<file path="src/shared/relay_ind_regs.svh">
// Timing counts and fixed codes of the relay indicator
`ifndef RELAY_IND_REGS_SVH
`define RELAY_IND_REGS_SVH

`define SR_CLK_KHZ 10000
`define SR_LOSS_MS 20
`define SR_LOSS_CYC (`SR_LOSS_MS * `SR_CLK_KHZ)
`define SR_OFF_MS 1000
`define SR_OFF_CYC (`SR_OFF_MS * `SR_CLK_KHZ)
`define SR_TICK_MS 100
`define SR_TICK_CYC (`SR_TICK_MS * `SR_CLK_KHZ)
`define SR_SHORT_MS 200
`define SR_SHORT_TICKS (`SR_SHORT_MS / `SR_TICK_MS)
`define SR_LONG_ON_MS 1000
`define SR_LONG_ON_TICKS (`SR_LONG_ON_MS / `SR_TICK_MS)
`define SR_LONG_OFF_MS 1000
`define SR_LONG_OFF_TICKS (`SR_LONG_OFF_MS / `SR_TICK_MS)
`define SR_GAP_MS 2000
`define SR_GAP_TICKS (`SR_GAP_MS / `SR_TICK_MS)
`define SR_INIT_MS 500
`define SR_INIT_TICKS (`SR_INIT_MS / `SR_TICK_MS)
`define SR_TP_US 500
`define SR_TP_CYC (`SR_TP_US * `SR_CLK_KHZ / 1000)
`define SR_TP_PERIOD_MS 10
`define SR_TP_PERIOD_CYC (`SR_TP_PERIOD_MS * `SR_CLK_KHZ)
`define SR_HDR_FLASHES 3
`define SR_ZERO_FLASHES 16
`define SR_ANDLINK_CODE 16'h1500
`define SR_ANDLINK_NDIG 3'h2
`define SR_SUPPLY_CODE 16'h5A00
`define SR_SUPPLY_NDIG 3'h2

`endif

</file>
<file path="src/shared/relay_ind_pkg.sv">
// State types of the relay indicator
package relay_ind_pkg;
	typedef enum logic [1:0] {
		ST_INIT = 2'h0,
		ST_WAIT = 2'h1,
		ST_RUN = 2'h2,
		ST_ERROR = 2'h3
	} relay_state_e;

	typedef enum logic [2:0] {
		BL_IDLE = 3'h0,
		BL_HDR_ON = 3'h1,
		BL_HDR_OFF = 3'h2,
		BL_PAUSE = 3'h3,
		BL_DIG_ON = 3'h4,
		BL_DIG_OFF = 3'h5,
		BL_GAP = 3'h6
	} blink_state_e;
endpackage

</file>
<file path="src/rtl/blink_code_seq.sv">
// Blink-code sequencer: header, digits and gaps on one LED
`timescale 1ns/1ps
`include "relay_ind_regs.svh"
module blink_code_seq import relay_ind_pkg::*; #(
	parameter int DIGITS = 4
) (
	input wire logic clk_sys_i,
	input wire logic rst_i,
	input wire logic tick_i,
	input wire logic en_i,
	input wire logic [15:0] code_i,
	input wire logic [2:0] ndig_i,
	output logic led_o
);
	if (DIGITS != 4) begin : g_chk
		$error("blink_code_seq serves exactly four digits");
	end

	blink_state_e st, next_st;
	logic [4:0] tcnt, next_tcnt;
	logic [4:0] fcnt, next_fcnt;
	logic [1:0] dig, next_dig;
	logic next_led;
	logic [3:0] digit;
	logic [4:0] target;
	logic [4:0] dur;

	always_comb begin
		digit = code_i[15 - 4 * dig -: 4];
		target = (digit == 4'h0) ? 5'(`SR_ZERO_FLASHES) : {1'b0, digit};
		unique case (st)
			BL_HDR_ON, BL_HDR_OFF: dur = 5'(`SR_SHORT_TICKS);
			BL_DIG_ON: dur = 5'(`SR_LONG_ON_TICKS);
			BL_DIG_OFF: dur = 5'(`SR_LONG_OFF_TICKS);
			BL_PAUSE, BL_GAP: dur = 5'(`SR_GAP_TICKS);
			default: dur = 5'h01;
		endcase
	end

	always_comb begin
		next_st = st;
		next_tcnt = tcnt;
		next_fcnt = fcnt;
		next_dig = dig;
		if (!en_i) begin
			next_st = BL_IDLE;
		end else if (st == BL_IDLE) begin
			next_st = BL_HDR_ON;
			next_tcnt = 5'h00;
			next_fcnt = 5'h00;
			next_dig = 2'h0;
		end else if (tick_i) begin
			next_tcnt = tcnt + 5'h01;
			if (tcnt == dur - 5'h01) begin
				next_tcnt = 5'h00;
				unique case (st)
					BL_HDR_ON: next_st = BL_HDR_OFF;
					BL_HDR_OFF: begin
						if (fcnt == 5'(`SR_HDR_FLASHES - 1)) begin
							next_st = BL_PAUSE;
							next_fcnt = 5'h00;
						end else begin
							next_st = BL_HDR_ON;
							next_fcnt = fcnt + 5'h01;
						end
					end
					BL_PAUSE: next_st = BL_DIG_ON;
					BL_DIG_ON: next_st = BL_DIG_OFF;
					BL_DIG_OFF: begin
						if (fcnt == target - 5'h01) begin
							next_fcnt = 5'h00;
							next_st = BL_GAP;
							// Wrap restarts the header, so the code repeats
							next_dig = ({1'b0, dig} == ndig_i - 3'h1) ? 2'h0 : dig + 2'h1;
						end else begin
							next_st = BL_DIG_ON;
							next_fcnt = fcnt + 5'h01;
						end
					end
					BL_GAP: next_st = (dig == 2'h0) ? BL_HDR_ON : BL_DIG_ON;
					default: next_st = BL_IDLE;
				endcase
			end
		end
		next_led = en_i && (next_st == BL_HDR_ON || next_st == BL_DIG_ON);
	end

	always_ff @(posedge clk_sys_i) begin
		if (rst_i) begin
			st <= BL_IDLE;
			tcnt <= 5'h00;
			fcnt <= 5'h00;
			dig <= 2'h0;
			led_o <= 1'b0;
		end else begin
			st <= next_st;
			tcnt <= next_tcnt;
			fcnt <= next_fcnt;
			dig <= next_dig;
			led_o <= next_led;
		end
	end
endmodule

</file>
<file path="src/rtl/safety_relay_indicator.sv">
// Safety relay status, supply monitor and fault indication
`timescale 1ns/1ps
`include "relay_ind_regs.svh"
module safety_relay_indicator import relay_ind_pkg::*; #(
	parameter int LOSS_CYC = `SR_LOSS_CYC,
	parameter int OFF_CYC = `SR_OFF_CYC,
	parameter int TICK_CYC = `SR_TICK_CYC,
	parameter int TP_PERIOD_CYC = `SR_TP_PERIOD_CYC,
	parameter int TP_CYC = `SR_TP_CYC
) (
	input wire logic clk_sys_i,
	input wire logic rst_i,
	input wire logic supply_ok_i,
	input wire logic mode_valid_i,
	input wire logic start_done_i,
	input wire logic chan_req_i,
	input wire logic feedback_open_i,
	input wire logic single_channel_i,
	input wire logic and_link_input_i,
	input wire logic fault_i,
	input wire logic [15:0] fault_code_i,
	input wire logic [2:0] fault_ndig_i,
	output logic power_led_o,
	output logic first_channel_indicator_o,
	output logic second_channel_indicator_o,
	output logic safety_out14_o,
	output logic safety_out24_o,
	output logic error_o
);
	localparam int LOSS_W = $clog2(LOSS_CYC + 1);
	localparam int OFF_W = $clog2(OFF_CYC + 1);
	localparam int TICK_W = $clog2(TICK_CYC + 1);
	localparam int TP_W = $clog2(TP_PERIOD_CYC + 1);

	if (LOSS_CYC < 2 || OFF_CYC <= LOSS_CYC || TICK_CYC < 2
		|| TP_CYC < 1 || TP_PERIOD_CYC <= TP_CYC) begin : g_chk
		$error("safety_relay_indicator: timing parameters out of range");
	end

	relay_state_e state, next_state;
	logic [LOSS_W-1:0] loss_cnt, next_loss_cnt;
	logic [OFF_W-1:0] off_cnt, next_off_cnt;
	logic off_long, next_off_long;
	logic [TICK_W-1:0] pre_cnt, next_pre_cnt;
	logic tick, next_tick;
	logic [TP_W-1:0] tp_cnt, next_tp_cnt;
	logic [2:0] init_cnt, next_init_cnt;
	logic fault_lat, next_fault_lat;
	logic [15:0] code, next_code;
	logic [2:0] ndig, next_ndig;
	logic pwr_ph, next_pwr_ph;
	logic alt_ph, next_alt_ph;
	logic next_power_led, next_first_led, next_second_led;
	logic next_out14, next_out24, next_error;
	logic supply_err, tp_active, drive, alt_req, code_led, restart;

	// Prescaler and test-pulse timer
	always_comb begin
		next_pre_cnt = pre_cnt + TICK_W'(1);
		next_tick = 1'b0;
		if (pre_cnt == TICK_W'(TICK_CYC - 1)) begin
			next_pre_cnt = '0;
			next_tick = 1'b1;
		end
		next_tp_cnt = (tp_cnt == TP_W'(TP_PERIOD_CYC - 1)) ? '0 : tp_cnt + TP_W'(1);
		tp_active = tp_cnt < TP_W'(TP_CYC);
	end

	always_ff @(posedge clk_sys_i) begin
		if (rst_i) begin
			pre_cnt <= '0;
			tick <= 1'b0;
			tp_cnt <= '0;
		end else begin
			pre_cnt <= next_pre_cnt;
			tick <= next_tick;
			tp_cnt <= next_tp_cnt;
		end
	end

	// Supply monitor; outage shorter than the loss time is ridden through
	always_comb begin
		next_loss_cnt = loss_cnt;
		next_off_cnt = off_cnt;
		next_off_long = off_long;
		if (supply_ok_i) begin
			next_loss_cnt = '0;
			next_off_cnt = '0;
		end else begin
			if (loss_cnt != LOSS_W'(LOSS_CYC)) begin
				next_loss_cnt = loss_cnt + LOSS_W'(1);
			end
			if (off_cnt != OFF_W'(OFF_CYC)) begin
				next_off_cnt = off_cnt + OFF_W'(1);
			end else begin
				next_off_long = 1'b1;
			end
		end
		supply_err = !supply_ok_i && loss_cnt == LOSS_W'(LOSS_CYC - 1);
		restart = state == ST_ERROR && supply_ok_i && off_long;
		if (restart) begin
			next_off_long = 1'b0;
		end
	end

	// Operating state and fault latch
	always_comb begin
		next_state = state;
		next_init_cnt = init_cnt;
		next_fault_lat = fault_lat;
		next_code = code;
		next_ndig = ndig;
		if (restart) begin
			next_state = ST_INIT;
			next_init_cnt = 3'h0;
			next_fault_lat = 1'b0;
		end else if (state != ST_ERROR) begin
			// First fault wins the display; later ones are ignored until a restart
			if (supply_err) begin
				next_fault_lat = 1'b1;
				next_code = `SR_SUPPLY_CODE;
				next_ndig = `SR_SUPPLY_NDIG;
				next_state = ST_ERROR;
			end else if (state == ST_INIT && and_link_input_i) begin
				// Linked units share supply; upstream output must still be low
				next_fault_lat = 1'b1;
				next_code = `SR_ANDLINK_CODE;
				next_ndig = `SR_ANDLINK_NDIG;
				next_state = ST_ERROR;
			end else if (fault_i) begin
				next_fault_lat = 1'b1;
				next_code = fault_code_i;
				next_ndig = (fault_ndig_i == 3'h0 || fault_ndig_i > 3'h4) ? 3'h4 : fault_ndig_i;
				next_state = ST_ERROR;
			end else begin
				unique case (state)
					ST_INIT: begin
						if (tick) begin
							next_init_cnt = init_cnt + 3'h1;
						end
						if (tick && init_cnt == 3'(`SR_INIT_TICKS - 1)) begin
							next_state = ST_WAIT;
						end
					end
					ST_WAIT: begin
						if (mode_valid_i && start_done_i) begin
							next_state = ST_RUN;
						end
					end
					ST_RUN: begin
						if (!mode_valid_i || !start_done_i) begin
							next_state = ST_WAIT;
						end
					end
					ST_ERROR: next_state = ST_ERROR;
				endcase
			end
		end
	end

	always_ff @(posedge clk_sys_i) begin
		if (rst_i) begin
			state <= ST_INIT;
			init_cnt <= 3'h0;
			loss_cnt <= '0;
			off_cnt <= '0;
			off_long <= 1'b0;
			fault_lat <= 1'b0;
			code <= 16'h0000;
			ndig <= 3'h1;
		end else begin
			state <= next_state;
			init_cnt <= next_init_cnt;
			loss_cnt <= next_loss_cnt;
			off_cnt <= next_off_cnt;
			off_long <= next_off_long;
			fault_lat <= next_fault_lat;
			code <= next_code;
			ndig <= next_ndig;
		end
	end

	blink_code_seq #(
		.DIGITS(4)
	) u_code (
		.clk_sys_i(clk_sys_i),
		.rst_i(rst_i),
		.tick_i(tick),
		.en_i(fault_lat),
		.code_i(code),
		.ndig_i(ndig),
		.led_o(code_led)
	);

	// Outputs and LEDs
	always_comb begin
		drive = state == ST_RUN && chan_req_i && and_link_input_i;
		alt_req = (state == ST_WAIT || state == ST_RUN)
			&& (feedback_open_i || single_channel_i);
		next_pwr_ph = tick ? !pwr_ph : pwr_ph;
		next_alt_ph = tick ? !alt_ph : alt_ph;
		next_out14 = drive && !tp_active;
		next_out24 = drive && !tp_active;
		unique case (state)
			ST_INIT, ST_WAIT: next_power_led = next_pwr_ph;
			ST_RUN: next_power_led = 1'b1;
			ST_ERROR: next_power_led = 1'b0;
		endcase
		if (fault_lat) begin
			next_first_led = code_led;
			next_second_led = 1'b0;
		end else if (alt_req) begin
			next_first_led = next_alt_ph;
			next_second_led = !next_alt_ph;
		end else begin
			// LED shows drive, not the pulsed pin, to avoid flicker
			next_first_led = drive;
			next_second_led = drive;
		end
		next_error = next_state == ST_ERROR;
	end

	always_ff @(posedge clk_sys_i) begin
		if (rst_i) begin
			pwr_ph <= 1'b0;
			alt_ph <= 1'b0;
			power_led_o <= 1'b0;
			first_channel_indicator_o <= 1'b0;
			second_channel_indicator_o <= 1'b0;
			safety_out14_o <= 1'b0;
			safety_out24_o <= 1'b0;
			error_o <= 1'b0;
		end else begin
			pwr_ph <= next_pwr_ph;
			alt_ph <= next_alt_ph;
			power_led_o <= next_power_led;
			first_channel_indicator_o <= next_first_led;
			second_channel_indicator_o <= next_second_led;
			safety_out14_o <= next_out14;
			safety_out24_o <= next_out24;
			error_o <= next_error;
		end
	end
endmodule

</file>
<file path="config.mk">
export PLATFORM = sky130hd
export DESIGN_NAME = safety_relay_indicator
export DESIGN_NICKNAME = d
export VERILOG_FILES = /design/src/shared/relay_ind_pkg.sv /design/src/rtl/blink_code_seq.sv /design/src/rtl/safety_relay_indicator.sv
export VERILOG_INCLUDE_DIRS = /design/src /design/src/shared
export SDC_FILE = /design/constraint.sdc
export NUM_CORES = 1
export LEC_CHECK = 0
export BUFFER_PORTS_ARGS = -buffer_cell sky130_fd_sc_hd__buf_2
export CAP_MARGIN = 20
export CORE_UTILIZATION = 40
export CTS_BUF_LIST = sky130_fd_sc_hd__clkbuf_8
export CTS_CLUSTER_SIZE = 8
export DETAILED_ROUTE_END_ITERATION = 6
export HOLD_SLACK_MARGIN = 0.05
export PLACE_DENSITY_LB_ADDON = 0.05
export SLEW_MARGIN = 20
export SYNTH_ARGS = -nofsm -noshare
export SYNTH_HDL_FRONTEND = slang
export SYNTH_SLANG_ARGS = --single-unit
</file>
<file path="constraint.sdc">
create_clock -name clk_sys_i -period 4.75 [get_ports clk_sys_i]
set_input_delay 0.475 -clock clk_sys_i [delete_from_list [all_inputs] [get_ports clk_sys_i]]
set_output_delay 0.475 -clock clk_sys_i [all_outputs]
set_load 0.1 [all_outputs]
</file>
---- Yosys cells after proc, flatten, opt, wreduce, memory -nomap -nowiden ----
Cells that the tools add are included.
W data, S select, Z words.
operators by class
  add/sub/neg operators ................... 12
  $mul .................................... 0
  div/mod/pow operators ................... 0
  $lt $le $gt $ge ......................... 2
  equal/unequal tests ..................... 23
  shift operators ......................... 1
  multiplexer cells ....................... 51
  bitwise operators ....................... 6
  reductions and logical operators ........ 50
operators with widths
  cell                     count
  $mux W16                 3
  $mux W5                  9
  $shiftx A19 B33 Y4       1
  $mux W2                  16
  $mux W3                  9
  $add A24 B1 Y24 const B  1
  $ne A24 B24 Y1 const B   1
  $add A20 B1 Y20 const B  1
  $eq A20 B20 Y1 const B   1
  $add A18 B1 Y18 const B  1
  $eq A18 B18 Y1 const B   1
  $ne A18 B18 Y1 const B   1
  $pmux W3 S6              1
  $reduce_or A2 Y1         9
  $add A17 B1 Y17 const B  1
  $eq A17 B17 Y1 const B   1
  $lt A17 B13 Y1 const B   1
  $eq A3 B3 Y1 const B     5
  $pmux W5 S3              1
  $logic_and A1 B1 Y1      11
  $add A5 B1 Y5 const B    2
  $eq A5 B5 Y1             2
  $pmux W5 S2              1
  $sub A5 B1 Y5 const B    2
  28 further kinds         63
storage, ports and cells
  bits in registers ....................... 129
  bits in latches ......................... 0
  bits in writable memories ............... 0
  ROM bits ................................ 0
  bits of input ports ..................... 29
  output and inout bits ................... 6
  word-level logic and storage cells ...... 168
  memories ................................ 0

---- Depth between registers and ports, before layout ----
Gate-level depths: netlist (run 1).
  word-level depth ........................ 15
  gate-level depth with buffers ........... 12
  gate-level depth less buffers ........... 10

---- By module ----
From an unflattened synthesis (run 1), not the netlist that was laid out.
second synthesis, totals
  cells, all modules ...................... 798
  area, all modules ....................... 6795.3 um^2
modules (own cells, without submodules)
  module                  instances  cells an instance  area an instance (um^2)  sequential area each (um^2)
  safety_relay_indicator  1          615                5285.1                   2262.2
  blink_code_seq          1          183                1510.2                   320.3

---- Least setup slack after synthesis (run 1) ----
No wires, ideal clock.
  path type ............................... register -> register
  start point ............................. reg u_code.dig[0]
  end point ............................... reg u_code.dig[1]
  library setup time ...................... 117 ps
  data arrival time ....................... 2292 ps
  required time ........................... 4633 ps
  path slack .............................. 2341 ps
  stages on the path, launching flop included .. 13
  path buffers ............................ 2
  period minus slack after synthesis ...... 2409 ps
  cell sequence ........................... dfxtp_1 -> buf_6 -> mux4_2 -> inv_1 -> ha_1 -> nand2_1 -> o21bai_1 -> a211oi_1 -> a311oi_1 -> nand4b_2 -> buf_6 -> a21boi_2 -> o2bb2ai_1
on the way
  word-level cells in the longest chain between the ends .. 8
  elaborated cells between the ends (all ways) .. 16
  those cells by class .................... add/sub: 3; eq/ne: 2; shift: 1; mux: 7; reduce/logical: 3
ends and longest elaborated chain
  item                          line                  source
  from (decl)                   blink_code_seq.sv:22  logic [1:0] dig, next_dig;
  from (signal assigned)        blink_code_seq.sv:99  dig <= next_dig;
  $sub A4 B4 Y5                 blink_code_seq.sv:29  digit = code_i[15 - 4 * dig -: 4];
  $shiftx A19 B33 Y4            blink_code_seq.sv:29
  $logic_not A4 Y1              blink_code_seq.sv:30  target = (digit == 4'h0) ? 5'(`SR_ZERO_FLASHES) : {1'b0, digit};
  $mux W5                       blink_code_seq.sv:30
  $sub A5 B1 Y5                 blink_code_seq.sv:70  if (fcnt == target - 5'h01) begin
  $eq A5 B5 Y1                  blink_code_seq.sv:70
  $reduce_bool A2 Y1 (no line)  n/a
  $reduce_and A5 Y1 (no line)   n/a
Parallel ways exist; a longest one is shown, timed or not. The select of a mux whose other input is x is not followed.
A chain may end at the register's enable or synchronous reset.

---- Final worst setup path (run 1) ----
  start point ............................. reg u_code.dig[0]
  end point ............................... reg u_code.led_o
on the way
  word-level cells in the longest chain between the ends .. 15
  elaborated cells between the ends (all ways) .. 18
  those cells by class .................... add/sub: 2; eq/ne: 3; shift: 1; mux: 8; reduce/logical: 4
ends and longest elaborated chain
  item                                                 line                   source
  $sub A4 B4 Y5                                        blink_code_seq.sv:29
  $shiftx A19 B33 Y4                                   blink_code_seq.sv:29
  $logic_not A4 Y1                                     blink_code_seq.sv:30
  $mux W5                                              blink_code_seq.sv:30
  $sub A5 B1 Y5                                        blink_code_seq.sv:70
  $eq A5 B5 Y1                                         blink_code_seq.sv:70
  $mux W2                                              blink_code_seq.sv:70
  $pmux W3 S6 *                                        blink_code_seq.sv:56   unique case (st)
  $mux W3 *                                            blink_code_seq.sv:54   if (tcnt == dur - 5'h01) begin
  $mux W3 *                                            blink_code_seq.sv:52   end else if (tick_i) begin
  $mux W3 *                                            blink_code_seq.sv:47   end else if (st == BL_IDLE) begin
  $mux W3 *                                            blink_code_seq.sv:45   if (!en_i) begin
  $eq A3 B1 Y1 / $eq A3 B3 Y1 (equally long branches)  blink_code_seq.sv:85   next_led = en_i && (next_st == BL_HDR_ON || next_st == BL_DIG_ON);
  $logic_or A1 B1 Y1 *                                 blink_code_seq.sv:85
  $logic_and A1 B1 Y1 *                                blink_code_seq.sv:85
  to (signal assigned)                                 blink_code_seq.sv:100  led_o <= next_led;
  to (decl)                                            blink_code_seq.sv:13   output logic led_o
Every way passes the cells marked *; elsewhere a longest branch is shown, timed or not.

==> results of run 1 <==
==> critical path, delay by kind of cell, from the launching register on <==
kind / cells / cell delay, ns
buffers and inverters: 1 / 0.10
AND/OR/NAND/NOR: 3 / 0.66
multiplexers: 1 / 0.60
AO/OA/AOI/OAI: 4 / 0.74
flip-flops: 1 / 0.55
adder cells (fa/ha/maj): 1 / 0.20
==> cells by family (layout without fill, tap and decap cells) <==
family          after synthesis  count (layout)  share of synthesized area, %
buf+inv                      57              95                         3.739
fa+ha+maj                    21              21                         4.199
simple gates                363             363                         28.53
xor+xnor                     77              77                         10.78
flops                       129             129                         41.27
compound gates               91              91                         9.238
mux                           9               9                         2.240
==> cells in the mapped netlist (all sizes together), types with 2 or more instances <==
cell type    n  area share, %
o21ai       22            1.8
clkbuf      21            1.3
nand4b       6           0.94
nor2b       11            1.1
mux4         4            1.4
o21a         3           0.36
xor2        49            6.9
nor4        11            1.1
o31ai        3           0.36
a21oi       28            2.2
mux2i        5           0.80
a31oi        2           0.20
a21o         2           0.24
nand2b       7           0.70
nand4       12            1.2
nor4bb       2           0.32
nor3        21            1.7
o21bai       2           0.24
nor4b        4           0.66
nor3b        4           0.48
nand3       48            3.8
or2          4           0.40
and4         2           0.28
dfxtp      129             41
a21boi       2           0.30
nand2       55            3.3
or3b         2           0.28
and3        14            1.4
or3         13            1.3
a211oi       4           0.48
xnor2       28            3.9
nor2       135            8.1
inv         29            1.7
ha          21            4.2
a22oi       10            1.2
and2         7           0.70
buf          7           0.74
==> flip-flops by register name, summed over array words and instances, names as in the netlist, 2 cells and up <==
| name | flops |
|---|---|
| ndig | 3 |
| init_cnt | 3 |
| pre_cnt | 20 |
| u_code.tcnt | 5 |
| code | 16 |
| u_code.fcnt | 5 |
| u_code.dig | 2 |
| u_code.st | 3 |
| state | 2 |
| loss_cnt | 18 |
| off_cnt | 24 |
| tp_cnt | 17 |
==> routing by layer <==
metal,up-vias,GRT usage (%),routed length [um]
met3,17,4.774,497
li1,2616,-,-
met4,2,6.162,165
met1,2358,22.06,6463
met5,-,0,13
met2,61,28.99,6035
==> stage by stage <==
step | total power [mW] | cell area, um^2
6_report | 2.232 | 6929
5_1_grt | 2.354 | 6929
4_1_cts | 2.271 | 6929
3_5_place_dp | 1.415 | 6581
3_3_place_gp | 1.411 | 6581
2_1_floorplan | 1.347 | 6257
==> area by class of cell <==
cell class / instances / area, um^2
Tap cell: 211 / 264.0
Timing Repair Buffer: 36 / 185.2
Clock buffer: 20 / 275.3
Inverter: 29 / 108.9
Sequential cell: 129 / 2582
Multi-Input combinational cell: 561 / 3441
Clock inverter: 10 / 72.57
Fill cell: 1521 / 8329
==> power by group <==
part | total, mW | leakage, nW | internal, mW | switching (mW)
Clock | 0.843 | 0.195 | 0.438 | 0.405
Sequential | 1.14 | 1.05 | 1.11 | 0.0301
Combinational | 0.245 | 1.32 | 0.0895 | 0.156
Total | 2.23 | 2.56 | 1.64 | 0.591
==> how the worst max path moves through the flow <==
stage | to | slack, ns | cells after the start
after floorplan | u_code.dig[1]$_SDFFE_PP0P_ | 2.34 | 12
after global placement | u_code.led_o$_SDFF_PP0_ | 1.86 | 10
after detailed placement | u_code.led_o$_SDFF_PP0_ | 1.80 | 10
after CTS | u_code.led_o$_SDFF_PP0_ | 1.79 | 10
after global routing | u_code.dig[1]$_SDFFE_PP0P_ | 1.52 | 10
final | u_code.led_o$_SDFF_PP0_ | 1.78 | 10
==> results.toml, run 1 <==
[run_status]
status = "complete, no violations"

[yosys]
ys.warnings.count = 0
syn-instance-count = 747
syn_nets = 797
yosysUniqueCellTypes = 63
number_of_enable_flip_flop_cells_after_synthesis = 0
asyncSetResetFlopFracSynth_pct = 0
syn_avg_cell_area_um2 = 8.377
dominantRegCellSynth = "dfxtp_1"
ys_seq_elements = 129
sequential_area_share_after_synthesis_pct = 41.27
post_synth_instance_area_mm2 = 0.006257

[pwr]
irDropWorstVdd_uv = 178.4
static-leakage-power_nw = 2.561
power.density_cell_area_mw_per_mm2 = 322.1

[grt]
groute.usage.overall_pct = 17.57
antenna_violations_before_repair = 1
grt_overflow = 0
grt_pass1_vias = 4877
grt_max_degree = 43
grt_pass1_wl_um = 22600

[setup_path]
worst-endpoint-required_ns = 5.07
regToRegSetupSlack_ns = 1.78
crit_arrival_ns = 3.29
crit_path_cell_trace = "mux4_2 > inv_1 > ha_1 > nand2_1 > o21bai_1 > a211oi_1 > a311oi_1 > nand4b_2 > a21o_1 > nor4bb_1"
critical_path_class = "flop to flop"
worst_reg_to_reg_cells = 10
critPathLaunch = "u_code.dig[0]$_SDFFE_PP0P_"
crit-reg2reg-launch = "u_code.dig[0]$_SDFFE_PP0P_"
worst-path-max-fanout = 13
max_stage_delay_ns = 0.60
timing.critical_path.from_type = "flop"
cp_slowest_cell = "mux4_2"
endpoint_kind = "flop"
r2r-end = "u_code.led_o$_SDFF_PP0_"

[cells_and_area]
fin_cells = 996
insertedDiodeCount = 0
final_common_cell = "nor2_1"
layout_common_cells = "135 x nor2_1, 129 x dfxtp_1, 55 x nand2_1, 49 x xor2_1, 48 x nand3_1"
syn2layout_area_growth_pct = 10.74
fraction_of_layout_instances_using_a_drive_strength_above_1_pct = 9.554
final_util_pct = 45.41
layout.nets = 824

[sta]
final-hold-violation-count = 0
setup_viol_count_final = 0
slew_violations = 0
final_period_minus_worst_setup_slack_ns = 2.971
fmax_mhz = 336.6
worst_slack_ns = 1.779
worst_pin_slew_ns = 0.8007
layout_worst_path_cycle_share_pct = 62.55
rsz0062_at_grt = "false"
fin_clk_skew_ns = 0.01001
hold-worst-slack_ns = 0.2764
fin_setup_tns_ns = 0
slew_margin_rel_pct = 46.62

[hold_path]
worst_hold_stages = 3
min-delay-start = "fault_code_i[3]"
hold_path_end = "code[3]$_SDFFE_PP0P_"
worst_hold_path_type = "input port to flop"

[placement]
dp_worst_setup_slack_ns = 1.801
placedCellCount = 966
place_hpwl_um = 9342
io_buffers = 34
place_congestion = 0.7986

[floorplan]
die-area_mm2 = 0.01615
top_level_ports = 35
coreArea_mm2 = 0.01526
die_w_um = 127.1
dieHeight_um = 127.1
starting_density_pct = 41.01
placement_rows = 45

[routing]
detail_route.iter0.violations = 237
route.vias.total = 5054
detailed_route_wire_length_um = 13180
routed_via_density = 5.074
drcViolationCount = 0
post_drt_wl_per_cell_um = 13.23
drt_pass1_iterations = 5
drtAntennaViolNets = 0

[clock_network]
cts-resized-gates = 0
cts_post_setup_buffers_inserted = 0
clk_root_buffer_cell = "clkbuf_8"
cts.htree.levels = 4
cts.sinks = 129
clock_insertion_delay_worst_skew_ns = 0.43
cts_tree = "built"
max-clock-path-buffers = 2
post_cts_hold_buffer_count = 0
clock_slew_at_the_register_clock_pins_of_the_worst_setup_and_hold_paths_ns = 0.07
number_of_buffers_created_by_cts = 17

[job]
maxCapViolCount = 0
Power figures use the tool's default switching activity.
==> run 2: changes to the inputs <==
==> constraint.sdc (replaced) <==
create_clock -name clk_sys_i -period 2.7 [get_ports clk_sys_i]
set_input_delay 0.27 -clock clk_sys_i [delete_from_list [all_inputs] [get_ports clk_sys_i]]
set_output_delay 0.27 -clock clk_sys_i [all_outputs]
set_load 0.1 [all_outputs]
==> results.toml, run 2 (synthesis results as in run 1) <==
[setup_path]
r2r-end = "u_code.dig[1]$_SDFFE_PP0P_"
timing.critical_path.from_type = "flop"
regToRegSetupSlack_ns = 0.08
worst-endpoint-required_ns = 3.07
crit_arrival_ns = 2.99
endpoint_kind = "flop"
worst_reg_to_reg_cells = 8
worst-path-max-fanout = 6
critical_path_class = "flop to flop"
critPathLaunch = "u_code.dig[0]$_SDFFE_PP0P_"
crit-reg2reg-launch = "u_code.dig[0]$_SDFFE_PP0P_"

[hold_path]
hold_path_end = "code[3]$_SDFFE_PP0P_"
min-delay-start = "fault_code_i[3]"
worst_hold_stages = 3
worst_hold_path_type = "input port to flop"

[cells_and_area]
layout.filler_cells = 1491
fraction_of_layout_instances_using_a_drive_strength_above_1_pct = 12.00
layout_common_cells = "135 x nor2_1, 128 x dfxtp_1, 55 x nand2_1, 49 x xor2_1, 48 x nand3_1"
largest-register = "off_cnt"
final_util_pct = 46.40
layout.nets = 837
insertedDiodeCount = 0
final_design_area_no_fill_mm2 = 0.007079
final_common_cell = "nor2_1"
flip_flop_count_of_the_largest_register_after_layout = 24
biggestRegsByFlops = "off_cnt (24), pre_cnt (20), loss_cnt (18)"
fin_cells = 1011
syn2layout_area_growth_pct = 13.14

[pwr]
comb_power_share_pct = 11.5
switching_share_pct = 26.95
irDropWorstVdd_uv = 291.6
power.density_cell_area_mw_per_mm2 = 569.0
static-leakage-power_nw = 2.639
p_int_mw = 2.942
net-switching-power_mw = 1.086
pwr-share-clk_pct = 38.7
seq_power_share_pct = 49.8
total_power_mw = 4.028

[floorplan]
die_w_um = 127.1
coreArea_mm2 = 0.01526
placement_rows = 45
dieHeight_um = 127.1
top_level_ports = 35
die-area_mm2 = 0.01615
starting_density_pct = 41.01

[sta]
worst_pin_slew_ns = 0.7921
final_period_minus_worst_setup_slack_ns = 2.621
fin_setup_tns_ns = 0
slew_violations = 0
slew_margin_rel_pct = 47.19
setup_viol_count_final = 0
fin_clk_skew_ns = 0.01623
final-hold-violation-count = 0
hold-worst-slack_ns = 0.08129
worst_slack_ns = 0.07902
layout_worst_path_cycle_share_pct = 97.07
fmax_mhz = 381.5

[clock_network]
clk_root_buffer_cell = "clkbuf_8"
cts.htree.levels = 4
post_cts_hold_buffer_count = 0
cts.sinks = 129
max-clock-path-buffers = 2
clock_insertion_delay_worst_skew_ns = 0.44
number_of_buffers_created_by_cts = 17
cts_tree = "built"
clock_slew_at_the_register_clock_pins_of_the_worst_setup_and_hold_paths_ns = 0.08

[placement]
place_congestion = 0.8070
dp_worst_setup_slack_ns = -0.06174
postPlaceCellArea_mm2 = 0.006649
place_hpwl_um = 9690
placedCellCount = 975
io_buffers = 34

[routing]
detailed_route_wire_length_um = 13480
routed_via_density = 5.107
drcViolationCount = 0
detail_route.iter0.violations = 211
route.vias.total = 5163
drtAntennaViolNets = 0
post_drt_wl_per_cell_um = 13.33
drt_pass1_iterations = 4

[grt]
grt_overflow = 0
antenna_violations_before_repair = 1
grt_max_degree = 43
groute.usage.overall_pct = 17.86
grt_pass1_vias = 4908
grt_pass1_wl_um = 23180

[job]
maxCapViolCount = 0

[run_status]
status = "complete, no violations"
run 2: area by class of cell:
type | instances | area (um^2) | share of cell area [%]
multi-input cells | 561 | 3457 | 48.83
clock buffers | 21 | 289.0 | 4.083
well taps | 211 | 264.0 | 3.729
clock inverters | 11 | 87.58 | 1.237
repair buffers | 49 | 286.5 | 4.047
inverters | 29 | 108.9 | 1.538
flip-flops and latches | 129 | 2586 | 36.53
run 2: worst max path at each step:
stage               cells past startpoint                          end
finish                                  8   u_code.dig[1]$_SDFFE_PP0P_
global route                            8   u_code.dig[1]$_SDFFE_PP0P_
CTS                                    11  u_code.fcnt[2]$_SDFFE_PP0P_
detailed placement                     10   u_code.dig[1]$_SDFFE_PP0P_
global placement                       11  u_code.fcnt[2]$_SDFFE_PP0P_
floorplan                              12   u_code.dig[1]$_SDFFE_PP0P_
run 2: power by group through the flow:
stage	Combinational [mW]	Sequential (mW)	Clock, mW
after detailed placement	0.451	2.05	0
after global routing	0.514	2.01	1.71
after CTS	0.454	2.01	1.62
after floorplan	0.283	2.09	0
after global placement	0.439	2.05	0
final	0.461	2.01	1.56
run 2: critical path: stages, from the launching register on:
cell and delay [ns]:
dfxtp_4 0.39, mux4_2 0.55, or4b_1 0.51, o311ai_1 0.11
xor2_1 0.33, nand4b_4 0.17, buf_4 0.18, nor3_1 0.18
o2bb2ai_1 0.13
run 2: what timing repair did:
action | in CTS | in global routing
buffers inserted | 0 | 4
pin swaps | 0 | 3
gates resized for setup | 1 | 5
setup endpoints to repair | 7 | 8
run 2: routing by layer:
metal	wire length, um	global-route usage, %	up-vias
met3	557	4.690	18
met1	6547	22.92	2400
met4	174	5.532	2
met5	11	0	-
met2	6189	29.35	102
li1	-	-	2641
